### src/iox_defines.svh
`ifndef IOX_DEFINES_SVH
`define IOX_DEFINES_SVH

// link word
`define IOX_BITS        12
`define IOX_CNT_FULL    4'd12
`define IOX_SYNC_W      16

// fifo between link and register bus
`define IOX_FIFO_DEPTH  4
`define IOX_LEVEL_W     3

// register bus
`define IOX_ADDR_W      8
`define IOX_CTRL_OFS    8'h00
`define IOX_STATUS_OFS  8'h04
`define IOX_RXDATA_OFS  8'h08
`define IOX_CTRL_EN_BIT 0
`define IOX_CTRL_RST    1'b1
`define IOX_STAT_OVF    13
`define IOX_RX_VALID    31
`define IOX_RESP_OKAY   2'b00
`define IOX_RESP_SLVERR 2'b10

`endif

### src/iox_pkg.sv
package iox_pkg;

  typedef enum logic [1:0] {
    LINK_IDLE,
    LINK_XFER,
    LINK_OVER
  } iox_link_e;

  typedef struct packed {
    logic [14:0] zero;
    logic [2:0]  level;
    logic        overflow;
    logic        busy;
    logic [11:0] latch;
  } iox_status_s;

  typedef struct packed {
    logic        valid;
    logic [18:0] zero;
    logic [11:0] data;
  } iox_rxword_s;

endpackage

### src/iox_expander.sv
// Chosen here: the placing of the registers and the AXI4-Lite slave port.
`timescale 1ns/1ps
`default_nettype none
`include "iox_defines.svh"

// Operation
// a transfer starts when select falls, and serial output and serial input begin together then.
// at the select falling edge the twelve parallel pin levels are captured into the output shifter.
// the captured bits leave on the serial output, a new bit presented at each link clock falling edge.
// the serial input is sampled on each link clock rising edge into the input shifter, twelve per transfer.
// the thirteenth and later clocks are ignored, serial input is dropped and serial output floats.
// at the select rising edge the twelve received bits go to the output latch driving the pins.
// if select rises early the latch still takes the input shifter contents and later activity is ignored.
// each captured pin bit is the AND of the pin level and that pin's output latch bit.
// a latch one releases its open-drain pin as an input, a zero drives it low.
// while force-release is low the serial output and all parallel pins float.
// the input shifter and the output shifter work independently and at the same time.
// a clock counter cleared at select fall picks the shifted bit and finds the thirteenth clock.
// while select is high clock and serial input are ignored, serial output floats, the latch holds.
module iox_expander
  import iox_pkg::*;
(
  input  wire logic                   core_clk,
  input  wire logic                   srst,
  input  wire logic [`IOX_ADDR_W-1:0] s_axi_awaddr,
  input  wire logic                   s_axi_awvalid,
  output var  logic                   s_axi_awready,
  input  wire logic [31:0]            s_axi_wdata,
  input  wire logic [3:0]             s_axi_wstrb,
  input  wire logic                   s_axi_wvalid,
  output var  logic                   s_axi_wready,
  output var  logic [1:0]             s_axi_bresp,
  output var  logic                   s_axi_bvalid,
  input  wire logic                   s_axi_bready,
  input  wire logic [`IOX_ADDR_W-1:0] s_axi_araddr,
  input  wire logic                   s_axi_arvalid,
  output var  logic                   s_axi_arready,
  output var  logic [31:0]            s_axi_rdata,
  output var  logic [1:0]             s_axi_rresp,
  output var  logic                   s_axi_rvalid,
  input  wire logic                   s_axi_rready,
  input  wire logic                   selectN,
  input  wire logic                   linkClk,
  input  wire logic                   serialIn,
  input  wire logic                   releaseN,
  input  wire logic [`IOX_BITS-1:0]   pinIn,
  output var  logic                   serialOut,
  output var  logic                   serialOe,
  output var  logic [`IOX_BITS-1:0]   pinOut,
  output var  logic [`IOX_BITS-1:0]   pinOe
);

  logic [`IOX_SYNC_W-1:0]  syncBus;
  logic [`IOX_BITS-1:0]    pinS;
  logic                    selS;
  logic                    clkS;
  logic                    dinS;
  logic                    relS;
  logic                    selPrev;
  logic                    clkPrev;
  logic                    selFall;
  logic                    selRise;
  logic                    clkRise;
  logic                    clkFall;
  iox_link_e               linkState;
  logic [3:0]              bitCnt;
  logic [`IOX_BITS-1:0]    shiftOut;
  logic [`IOX_BITS-1:0]    shiftIn;
  logic [`IOX_BITS-1:0]    outLatch;
  logic [`IOX_BITS-1:0]    capWord;
  logic                    startOk;
  logic                    latchLoad;
  logic                    ctrlEnable;
  logic                    overflow;
  logic                    fifoInReady;
  logic [`IOX_BITS-1:0]    fifoData;
  logic                    fifoValid;
  logic                    fifoPop;
  logic [`IOX_LEVEL_W-1:0] fifoLevel;
  logic                    awHeld;
  logic                    wHeld;
  logic [`IOX_ADDR_W-1:0]  awAddr;
  logic [31:0]             wData;
  logic [3:0]              wStrb;
  logic                    awTake;
  logic                    wTake;
  logic                    arTake;
  logic                    doWrite;
  logic                    next_awHeld;
  logic                    next_wHeld;
  logic                    next_rBusy;
  logic [`IOX_ADDR_W-1:0]  wAlign;
  logic [`IOX_ADDR_W-1:0]  rAlign;
  iox_status_s             statusWord;
  iox_rxword_s             rxWord;

  // pins and link clock come from outside the core clock domain
  iox_sync #(
    .WIDTH(`IOX_SYNC_W)
  ) uSync (
    .core_clk(core_clk),
    .asyncIn ({releaseN, serialIn, linkClk, selectN, pinIn}),
    .syncOut (syncBus)
  );

  assign pinS = syncBus[`IOX_BITS-1:0];
  assign selS = syncBus[`IOX_BITS];
  assign clkS = syncBus[`IOX_BITS+1];
  assign dinS = syncBus[`IOX_BITS+2];
  assign relS = syncBus[`IOX_BITS+3];

  always_ff @(posedge core_clk) begin
    if (srst) begin
      selPrev <= 1'b1;
      clkPrev <= 1'b0;
    end else begin
      selPrev <= selS;
      clkPrev <= clkS;
    end
  end

  assign selFall   = selPrev & ~selS;
  assign selRise   = ~selPrev & selS;
  assign clkRise   = ~clkPrev & clkS;
  assign clkFall   = clkPrev & ~clkS;
  assign capWord   = pinS & outLatch;
  assign startOk   = selFall & relS & ctrlEnable & (linkState == LINK_IDLE);
  assign latchLoad = selRise & relS & ctrlEnable & (linkState != LINK_IDLE);

  // transfer sequencing and serial output enable
  always_ff @(posedge core_clk) begin
    if (srst || !relS || !ctrlEnable) begin
      linkState <= LINK_IDLE;
      bitCnt    <= 4'd0;
      serialOe  <= 1'b0;
    end else begin
      case (linkState)
        LINK_IDLE: begin
          serialOe <= 1'b0;
          if (startOk) begin
            linkState <= LINK_XFER;
            bitCnt    <= 4'd0;
            serialOe  <= ~capWord[0];
          end
        end
        LINK_XFER: begin
          if (selRise) begin
            linkState <= LINK_IDLE;
            serialOe  <= 1'b0;
          end else if (clkRise && bitCnt != `IOX_CNT_FULL) begin
            bitCnt <= bitCnt + 4'd1;
          end else if (clkFall && bitCnt == `IOX_CNT_FULL) begin
            linkState <= LINK_OVER;
            serialOe  <= 1'b0;
          end else if (clkFall && bitCnt != 4'd0) begin
            serialOe <= ~shiftOut[1];
          end
        end
        LINK_OVER: begin
          serialOe <= 1'b0;
          if (selRise) begin
            linkState <= LINK_IDLE;
          end
        end
        default: begin
          linkState <= LINK_IDLE;
          serialOe  <= 1'b0;
        end
      endcase
    end
  end

  // output shifter, independent of the input shifter
  always_ff @(posedge core_clk) begin
    if (srst) begin
      shiftOut <= '0;
    end else if (startOk) begin
      shiftOut <= capWord;
    end else if (linkState == LINK_XFER && !selRise && !clkRise && clkFall
                 && bitCnt != 4'd0 && bitCnt != `IOX_CNT_FULL) begin
      shiftOut <= {1'b0, shiftOut[`IOX_BITS-1:1]};
    end
  end

  // input shifter, first received bit ends in bit 0 after twelve clocks, in bit 12 minus the clock count on an early select rise
  always_ff @(posedge core_clk) begin
    if (srst) begin
      shiftIn <= '0;
    end else if (linkState == LINK_XFER && relS && ctrlEnable && !selRise
                 && clkRise && bitCnt != `IOX_CNT_FULL) begin
      shiftIn <= {dinS, shiftIn[`IOX_BITS-1:1]};
    end
  end

  // output latch: ones release every pin
  always_ff @(posedge core_clk) begin
    if (srst || !relS) begin
      outLatch <= '1;
    end else if (latchLoad) begin
      outLatch <= shiftIn;
    end
  end

  always_ff @(posedge core_clk) begin
    if (srst) begin
      pinOe     <= '0;
      pinOut    <= '0;
      serialOut <= 1'b0;
    end else begin
      pinOe     <= relS ? ~outLatch : '0;
      pinOut    <= '0;
      serialOut <= 1'b0;
    end
  end

  iox_fifo #(
    .WIDTH(`IOX_BITS),
    .DEPTH(`IOX_FIFO_DEPTH),
    .LW   (`IOX_LEVEL_W)
  ) uFifo (
    .core_clk(core_clk),
    .srst    (srst),
    .inData  (shiftIn),
    .inValid (latchLoad),
    .inReady (fifoInReady),
    .outData (fifoData),
    .outValid(fifoValid),
    .outReady(fifoPop),
    .level   (fifoLevel)
  );

  // register bus: write path
  assign awTake      = s_axi_awvalid & s_axi_awready;
  assign wTake       = s_axi_wvalid & s_axi_wready;
  assign doWrite     = awHeld & wHeld & ~s_axi_bvalid;
  assign next_awHeld = (awHeld | awTake) & ~doWrite;
  assign next_wHeld  = (wHeld | wTake) & ~doWrite;
  assign wAlign      = {awAddr[`IOX_ADDR_W-1:2], 2'b00};

  always_ff @(posedge core_clk) begin
    if (srst) begin
      awHeld        <= 1'b0;
      wHeld         <= 1'b0;
      s_axi_awready <= 1'b0;
      s_axi_wready  <= 1'b0;
    end else begin
      awHeld        <= next_awHeld;
      wHeld         <= next_wHeld;
      s_axi_awready <= ~next_awHeld;
      s_axi_wready  <= ~next_wHeld;
    end
  end

  always_ff @(posedge core_clk) begin
    if (awTake) begin
      awAddr <= s_axi_awaddr;
    end
    if (wTake) begin
      wData <= s_axi_wdata;
      wStrb <= s_axi_wstrb;
    end
  end

  always_ff @(posedge core_clk) begin
    if (srst) begin
      s_axi_bvalid <= 1'b0;
      s_axi_bresp  <= `IOX_RESP_OKAY;
    end else if (doWrite) begin
      s_axi_bvalid <= 1'b1;
      s_axi_bresp  <= (wAlign == `IOX_CTRL_OFS || wAlign == `IOX_STATUS_OFS
                       || wAlign == `IOX_RXDATA_OFS) ? `IOX_RESP_OKAY : `IOX_RESP_SLVERR;
    end else if (s_axi_bready) begin
      s_axi_bvalid <= 1'b0;
    end
  end

  always_ff @(posedge core_clk) begin
    if (srst) begin
      ctrlEnable <= `IOX_CTRL_RST;
    end else if (doWrite && wAlign == `IOX_CTRL_OFS && wStrb[0]) begin
      ctrlEnable <= wData[`IOX_CTRL_EN_BIT];
    end
  end

  // overflow: word lost when the fifo is full; a new loss wins over a clear
  always_ff @(posedge core_clk) begin
    if (srst) begin
      overflow <= 1'b0;
    end else if (latchLoad && !fifoInReady) begin
      overflow <= 1'b1;
    end else if (doWrite && wAlign == `IOX_STATUS_OFS && wStrb[1] && wData[`IOX_STAT_OVF]) begin
      overflow <= 1'b0;
    end
  end

  // register bus: read path
  assign arTake     = s_axi_arvalid & s_axi_arready;
  assign next_rBusy = (s_axi_rvalid & ~s_axi_rready) | arTake;
  assign rAlign     = {s_axi_araddr[`IOX_ADDR_W-1:2], 2'b00};
  assign fifoPop    = arTake & (rAlign == `IOX_RXDATA_OFS) & fifoValid;

  always_comb begin
    statusWord          = '0;
    statusWord.latch    = outLatch;
    statusWord.busy     = (linkState != LINK_IDLE);
    statusWord.overflow = overflow;
    statusWord.level    = fifoLevel;
    rxWord              = '0;
    rxWord.valid        = fifoValid;
    rxWord.data         = fifoValid ? fifoData : '0;
  end

  always_ff @(posedge core_clk) begin
    if (srst) begin
      s_axi_arready <= 1'b0;
      s_axi_rvalid  <= 1'b0;
      s_axi_rdata   <= '0;
      s_axi_rresp   <= `IOX_RESP_OKAY;
    end else begin
      s_axi_arready <= ~next_rBusy;
      if (arTake) begin
        s_axi_rvalid <= 1'b1;
        case (rAlign)
          `IOX_CTRL_OFS: begin
            s_axi_rdata <= {31'h0, ctrlEnable};
            s_axi_rresp <= `IOX_RESP_OKAY;
          end
          `IOX_STATUS_OFS: begin
            s_axi_rdata <= statusWord;
            s_axi_rresp <= `IOX_RESP_OKAY;
          end
          `IOX_RXDATA_OFS: begin
            s_axi_rdata <= rxWord;
            s_axi_rresp <= `IOX_RESP_OKAY;
          end
          default: begin
            s_axi_rdata <= '0;
            s_axi_rresp <= `IOX_RESP_SLVERR;
          end
        endcase
      end else if (s_axi_rready) begin
        s_axi_rvalid <= 1'b0;
      end
    end
  end
endmodule

`default_nettype wire

### src/iox_sync.sv
`timescale 1ns/1ps
`default_nettype none

// two-stage synchroniser; first stage feeds only the second
module iox_sync #(
  parameter int WIDTH = 1
) (
  input  wire logic             core_clk,
  input  wire logic [WIDTH-1:0] asyncIn,
  output var  logic [WIDTH-1:0] syncOut
);

  logic [WIDTH-1:0] stage1;

  always_ff @(posedge core_clk) begin
    stage1  <= asyncIn;
    syncOut <= stage1;
  end

endmodule

`default_nettype wire

### src/iox_fifo.sv
`timescale 1ns/1ps
`default_nettype none

module iox_fifo #(
  parameter int WIDTH = 12,
  parameter int DEPTH = 4,
  parameter int LW    = $clog2(DEPTH + 1)
) (
  input  wire logic             core_clk,
  input  wire logic             srst,
  input  wire logic [WIDTH-1:0] inData,
  input  wire logic             inValid,
  output var  logic             inReady,
  output var  logic [WIDTH-1:0] outData,
  output var  logic             outValid,
  input  wire logic             outReady,
  output var  logic [LW-1:0]    level
);

  localparam int PW = (DEPTH > 1) ? $clog2(DEPTH) : 1;

  logic [WIDTH-1:0] mem [DEPTH];
  logic [PW-1:0]    wrPtr;
  logic [PW-1:0]    rdPtr;
  logic             push;
  logic             pop;

  assign inReady  = (level != LW'(DEPTH));
  assign outValid = (level != '0);
  assign outData  = mem[rdPtr];
  assign push     = inValid & inReady;
  assign pop      = outValid & outReady;

  always_ff @(posedge core_clk) begin
    if (push) begin
      mem[wrPtr] <= inData;
    end
  end

  always_ff @(posedge core_clk) begin
    if (srst) begin
      wrPtr <= '0;
    end else if (push) begin
      wrPtr <= (wrPtr == PW'(DEPTH - 1)) ? '0 : wrPtr + PW'(1);
    end
  end

  always_ff @(posedge core_clk) begin
    if (srst) begin
      rdPtr <= '0;
    end else if (pop) begin
      rdPtr <= (rdPtr == PW'(DEPTH - 1)) ? '0 : rdPtr + PW'(1);
    end
  end

  always_ff @(posedge core_clk) begin
    if (srst) begin
      level <= '0;
    end else if (push && !pop) begin
      level <= level + LW'(1);
    end else if (pop && !push) begin
      level <= level - LW'(1);
    end
  end

endmodule

`default_nettype wire

### config.mk
export PLATFORM = sky130hd
export DESIGN_NAME = iox_expander
export DESIGN_NICKNAME = d
export VERILOG_FILES = /design/src/iox_pkg.sv /design/src/iox_expander.sv /design/src/iox_sync.sv /design/src/iox_fifo.sv
export VERILOG_INCLUDE_DIRS = /design/src
export SDC_FILE = /design/constraint.sdc
export NUM_CORES = 1
export LEC_CHECK = 0
export ABC_CLOCK_PERIOD_IN_PS = 3000
export BUFFER_PORTS_ARGS = -buffer_cell sky130_fd_sc_hd__buf_2
export CORE_MARGIN = 3
export CORE_UTILIZATION = 54
export CTS_BUF_LIST = sky130_fd_sc_hd__clkbuf_16
export DETAILED_ROUTE_END_ITERATION = 8
export PLACE_DENSITY = 0.79
export SLEW_MARGIN = 20
export SYNTH_ARGS = -nofsm -noshare
export SYNTH_HDL_FRONTEND = slang
export SYNTH_HIERARCHICAL = 1
export SYNTH_SLANG_ARGS = --single-unit
### constraint.sdc
create_clock -name core_clk -period 3 [get_ports core_clk]
set_input_delay 0 -clock core_clk [delete_from_list [all_inputs] [get_ports core_clk]]
set_output_delay 0 -clock core_clk [all_outputs]
set_load 0.02 [all_outputs]
* Word-level counts from Yosys, hierarchy flattened
Memory sizes are Yosys's and may differ from the RTL's. A register that Yosys moved wholly into a read port is not among the register bits.
Index checks and enable logic that the tools add are counted.
Widths: inputs -> output; s select.
** Storage, ports and cells
- Bits in registers :: 165
- Memory bits (writable) :: 48
- Bits of input ports :: 75
- Output and inout port bits :: 67
- Logic and storage cells :: 178
- Memories :: 1
** Cells by class
- Add/sub/neg operators :: 5
- Equality and inequality tests :: 18
- Mux-type cells :: 36
- Bitwise operators :: 40
- Reduce and logical (&&, ||, !) cells :: 49
** Memories
- uFifo.mem :: depth 4, bits a word 12, rd ports 1, clocked after memory_dff 1, write ports 1, line iox_fifo.sv:22 : logic [WIDTH-1:0] mem [DEPTH];
** Operators by type and width (count)
- $pmux 32 s3 :: 1
- $mux 12 :: 3
- $and 1x1->1 :: 22
- $mux 2 :: 11
- $logic_and 1x1->1 :: 21
- $logic_not 8->1 :: 2
- $reduce_bool 2->1 :: 7
- $mux 1 :: 13
- $not 1->1 :: 13
- $and 12x12->12 :: 1
- $eq 6x1->1 const B :: 2
- $eq 6x2->1 const B :: 2
- $mux 4 :: 3
- $not 12->12 :: 1
- $ne 3x3->1 const B :: 3
- $ne 2x2->1 const B :: 4
- $ne 4x4->1 const B :: 2
- $pmux 4 s2 :: 1
- $reduce_and 4->1 :: 2
- $logic_not 1->1 :: 7
- $eq 2x2->1 const B :: 3
- $mux 3 :: 2
- $pmux 2 s3 :: 1
- $add 2x1->2 const B :: 2
- other kinds (14) :: 19

* Logic depth before layout (Yosys ltp)
- Depth in word-level cells :: 10
- Gate-level depth with buffers :: 11
- Gate-level depth less buffers :: 10

* Hierarchy
The synthesis kept the hierarchy.
** Modules (own cells, without submodules)
- iox_expander :: times used 1, cells an instance 407, area each 3744.8 um2, sequential area each 2001.9 um2
- iox_fifo :: times used 1, cells an instance 110, area each 2207.1 um2, sequential area each 1621.6 um2
- iox_sync :: times used 1, cells an instance 32, area each 640.6 um2, sequential area each 640.6 um2

* Least setup slack after synthesis
No wires, ideal clock.
- Kind :: flip-flop to flip-flop
- Start :: register uFifo.level[1]
- End :: register uFifo.level[2]
- Setup time :: 0.070 ns
- Arrival time :: 2.636 ns
- Required time :: 2.930 ns
- Setup slack :: 0.294 ns
- Cell stages (with the launch flop) :: 11
- Path buffers :: 0
- Clock period less this slack :: 2.706 ns
- Path through :: dfxtp_1 -> or3_2 -> and3b_1 -> and3_1 -> o31ai_1 -> ha_1 -> inv_1 -> fa_1 -> xor2_1 -> or3_2 -> a21oi_1
** On the way
- Cells in the longest elaborated chain, start to end :: 6
- Elaborated cells on any way between the ends :: 14
- Classes of those cells :: add/sub (2); eq/ne (1); mux (2); bitwise (3); reduce/logical (6)
** Ends and longest elaborated chain
- start, declared :: line iox_fifo.sv:17 : output var logic [LW-1:0] level
- start signal, assigned :: line iox_fifo.sv:60 : level <= level + LW'(1);
- start signal, assigned :: line iox_fifo.sv:62 : level <= level - LW'(1);
- $reduce_bool 3->1 * :: line iox_fifo.sv:29 : assign outValid = (level != '0);
- net fifoValid :: line iox_expander.sv:77 : logic fifoValid;
- $and 1x1->1 * :: line iox_expander.sv:300 : assign fifoPop = arTake & (rAlign == `IOX_RXDATA_OFS) & fifoValid;
- net fifoPop :: line iox_expander.sv:78 : logic fifoPop;
- $and 1x1->1 * :: line iox_fifo.sv:32 : assign pop = outValid & outReady;
- $logic_not 1->1 :: line iox_fifo.sv:59 : end else if (push && !pop) begin
- $logic_and 1x1->1 :: line iox_fifo.sv:59
- $mux 3 or $reduce_bool 2->1 (tied branches)
The timed path passes the listed nets; every way through them passes the cells marked *. The select of a mux whose other input is x is not followed.
A chain may end at the register's enable or synchronous reset.

* Final worst setup path
- Start :: register uFifo.level[0]
- End :: register uFifo.level[2]
Same word-level chain as after synthesis.

==> run metrics <==
status complete, no violations; Placer Congestion a little over 0.8; register area share after synthesis 0.647; area delta synth->final 19.5%; critical path class reg2reg; Rel. slew slack 0.333; dpl cells 748; drt total wl around 14000 um; DIE HEIGHT between 100 and 150 um; Final Hold Vio Count 0; Port-buffer cells 76; Clock Skews 7.90 ps; Slew @ Worst Pin about 1000 ps; HPWL after DPL between 8000 and 9000 um; first-pass GRT wire length 22100 um; dpl ws ~96 ps; initial drt markers 400; Worst EP required 3340 ps; root cell of the clock tree clkbuf_16; Hold Path Origin s_axi_araddr[6]; Mapped Area around 6600 um2; DRC Markers 0; Worst R2R End uFifo/level[2]; Worst Hold Endpoint s_axi_rresp[1]; setup slack on the worst flop-to-flop path between 100 and 150 ps; crit path max-delay cell type or3_2; Nets about 740; Worst Path Arrival approximately 3200 ps; Synth Instances about 550; H-tree depth 4; Reg clk slew, reported paths ~70 ps; CP max stage delay between 400 and 500 ps; hold crit path type in2reg; Peak VDD IR about 0.42 mV; via count of the routed design 4401; clk buf depth 2; Cell Pwr Density 648 nW/um2; Worst Path Max Fanout 6; Synth Warn # 6; WHS Path Cells 5; die width about 120 um; Fillers 792; DRT Pass-1 Iters 5; Row Count 39; layout cells sized above 1 0.206; Ports between 100 and 150; CTS tree yes; crit-path cells or3_2, and3b_1, and3_1, o31ai_2, ha_2, inv_1, fa_1, xor2_1, or3_2, a21oi_1; max-cap viol count 0; setup ws final ~120 ps; Std-Cell Core Area 11700 um2; initial antenna violation count 0; average cell area after synthesis approximately 12 um2; die area around 14000 um2; commonest non-fill, non-tap cell in the layout dfxtp_1; drt via density 5.45; Critical Path Start Type register; most frequent cells in the layout dfxtp_1, buf_2, edfxtp_1, nor2_1, nand2_1; drt wl/cell roughly 17 um; Initial Util 0.565; fin crit share 0.961; final setup fails 0; Most Frequent Cell on Critical Path or3_2; Post-synth EDFFs 58; Antenna Violating Nets Remaining 0; GRT Util Overall 0.216; clk sink count 184; f_max roughly 0.35 GHz; max-slew violation count 0; largest net degree at the start of global routing 63; ant diodes 0; most common flop cell mapped by yosys dfxtp_1; Worst R2R Path Depth 10; Synth async-reset ratio 0; vias in the first global route 4508; FF+latch count, synth about 180; Total Power just over 5 mW; post-layout minimum cycle time 2880 ps; total gr overflow 0; leak pwr about 3.1 nW; Worst Setup End Kind register; Synth cell types 53; worst-skew pair later-pin latency ~420 ps; cts bufs inserted 17; Reg2Reg Launch Point uFifo/level[0]; final non-filler cell total 808
-- registers in the layout (all words and copies together) (netlist names), 2 cells and up, named ones only --
signal         count
awAddr             6
bitCnt             4
linkState          2
outLatch          12
pinOe             12
s_axi_rdata       18
shiftIn           12
shiftOut          11
uFifo/level        3
uFifo/mem         48
uFifo/rdPtr        2
uFifo/wrPtr        2
uSync/stage1      16
uSync/syncOut     16
wData              2
wStrb              2
-- report_power, final --
part / total, mW / internal [mW] / leakage, nW / switching [mW]
registers: 2.62 / 2.60 / 1.57 / 0.0211
clock network: 2.28 / 1.38 / 0.304 / 0.898
logic: 0.200 / 0.0757 / 1.23 / 0.124
total: 5.10 / 4.06 / 3.10 / 1.04
-- Yosys cell counts (4+ instances only) --
| master | n | area [um2] |
|---|---|---|
| ha_1 | 8 | 100 |
| a21oi_1 | 25 | 125 |
| nor2_1 | 52 | 195 |
| nor3_1 | 11 | 55.1 |
| nand2b_1 | 6 | 37.5 |
| a22oi_1 | 13 | 97.6 |
| nor4_1 | 4 | 25.0 |
| o21ai_1 | 4 | 20.0 |
| nand2_1 | 49 | 184 |
| a32oi_1 | 8 | 70.1 |
| or3_1 | 5 | 31.3 |
| nand3_1 | 31 | 155 |
| mux4_2 | 12 | 270 |
| dfxtp_1 | 126 | 2520 |
| clkbuf_1 | 17 | 63.8 |
| o21ai_0 | 10 | 50.1 |
| mux2i_1 | 16 | 160 |
| inv_1 | 7 | 26.3 |
| buf_4 | 31 | 233 |
| edfxtp_1 | 58 | 1740 |
| and3_2 | 4 | 30.0 |
| and2_1 | 4 | 25.0 |
| nor2b_1 | 5 | 31.3 |
-- critical path: cells and delay by family (launching register included) --
kind,cells,cell delay [ps]
AOI/OAI and AO/OA,2,270
buffers and inverters,1,50
and+or+nand+nor,4,1290
DFF,1,380
adders and majority gates,2,630
xor gates and xnor gates,1,170
-- routing by layer --
layer  GRT usage  routed length, um  vias up
met4      0.0742                189        0
met5           0                  0        -
li1            -                  -     2104
met1       0.272               5680     2097
met3      0.0658               1030       17
met2       0.357               6840      183
-- timing repair --
item / in CTS / in global routing
hold endpoints to repair: 29 / 0
gates resized for setup: 0 / 3
setup endpoints to repair: 0 / 1
hold buffers: 28 / 0
setup buffers: 0 / 0
-- logic make-up (layout without fill, tap and decap cells) --
kind of cell,count (synthesis),after routing,share of synthesized area
AND/OR/NAND/NOR,191,191,0.143
buffers and inverters,62,150,0.0535
XOR/XNOR,3,3,0.00399
other,1,29,0.000569
flip-flops,184,184,0.647
adder cells (fa/ha/maj),9,9,0.0182
AO/OA/AOI/OAI,71,71,0.0685
multiplexers,28,28,0.0653
-- worst max path at each step --
stage                                 to            from  depth (start not counted)
final                     uFifo/level[2]  uFifo/level[0]                         10
after global placement    uFifo/level[2]  uFifo/level[1]                         10
after detailed placement  uFifo/level[2]  uFifo/level[1]                         10
after global routing      uFifo/level[2]  uFifo/level[0]                         10
after floorplan           uFifo/level[2]  uFifo/level[1]                         10
after CTS                 uFifo/level[2]  uFifo/level[1]                         10
-- layout make-up --
cell class	count	area, um2	area share
Clock inverter	15	183	0.0232
Inverter	8	30.0	0.00381
Clock buffer	17	425	0.0540
Timing Repair Buffer	110	708	0.0899
Sequential cell	184	4270	0.541
Tap cell	143	179	0.0227
Multi-Input combinational cell	331	2090	0.265
-- per-stage QoR --
stage           util  instance area [um2]  hold WS [ps]  TNS [ps]
6_report       0.676                 7880          41.0         0
4_1_cts        0.675                 7870          16.8         0
3_5_place_dp   0.598                 6980           104         0
3_3_place_gp   0.598                 6980           103         0
2_1_floorplan      -                 6700          27.7         0
5_1_grt        0.676                 7880          76.2     -14.0
Note: power is estimated with default switching activity, not from simulation.
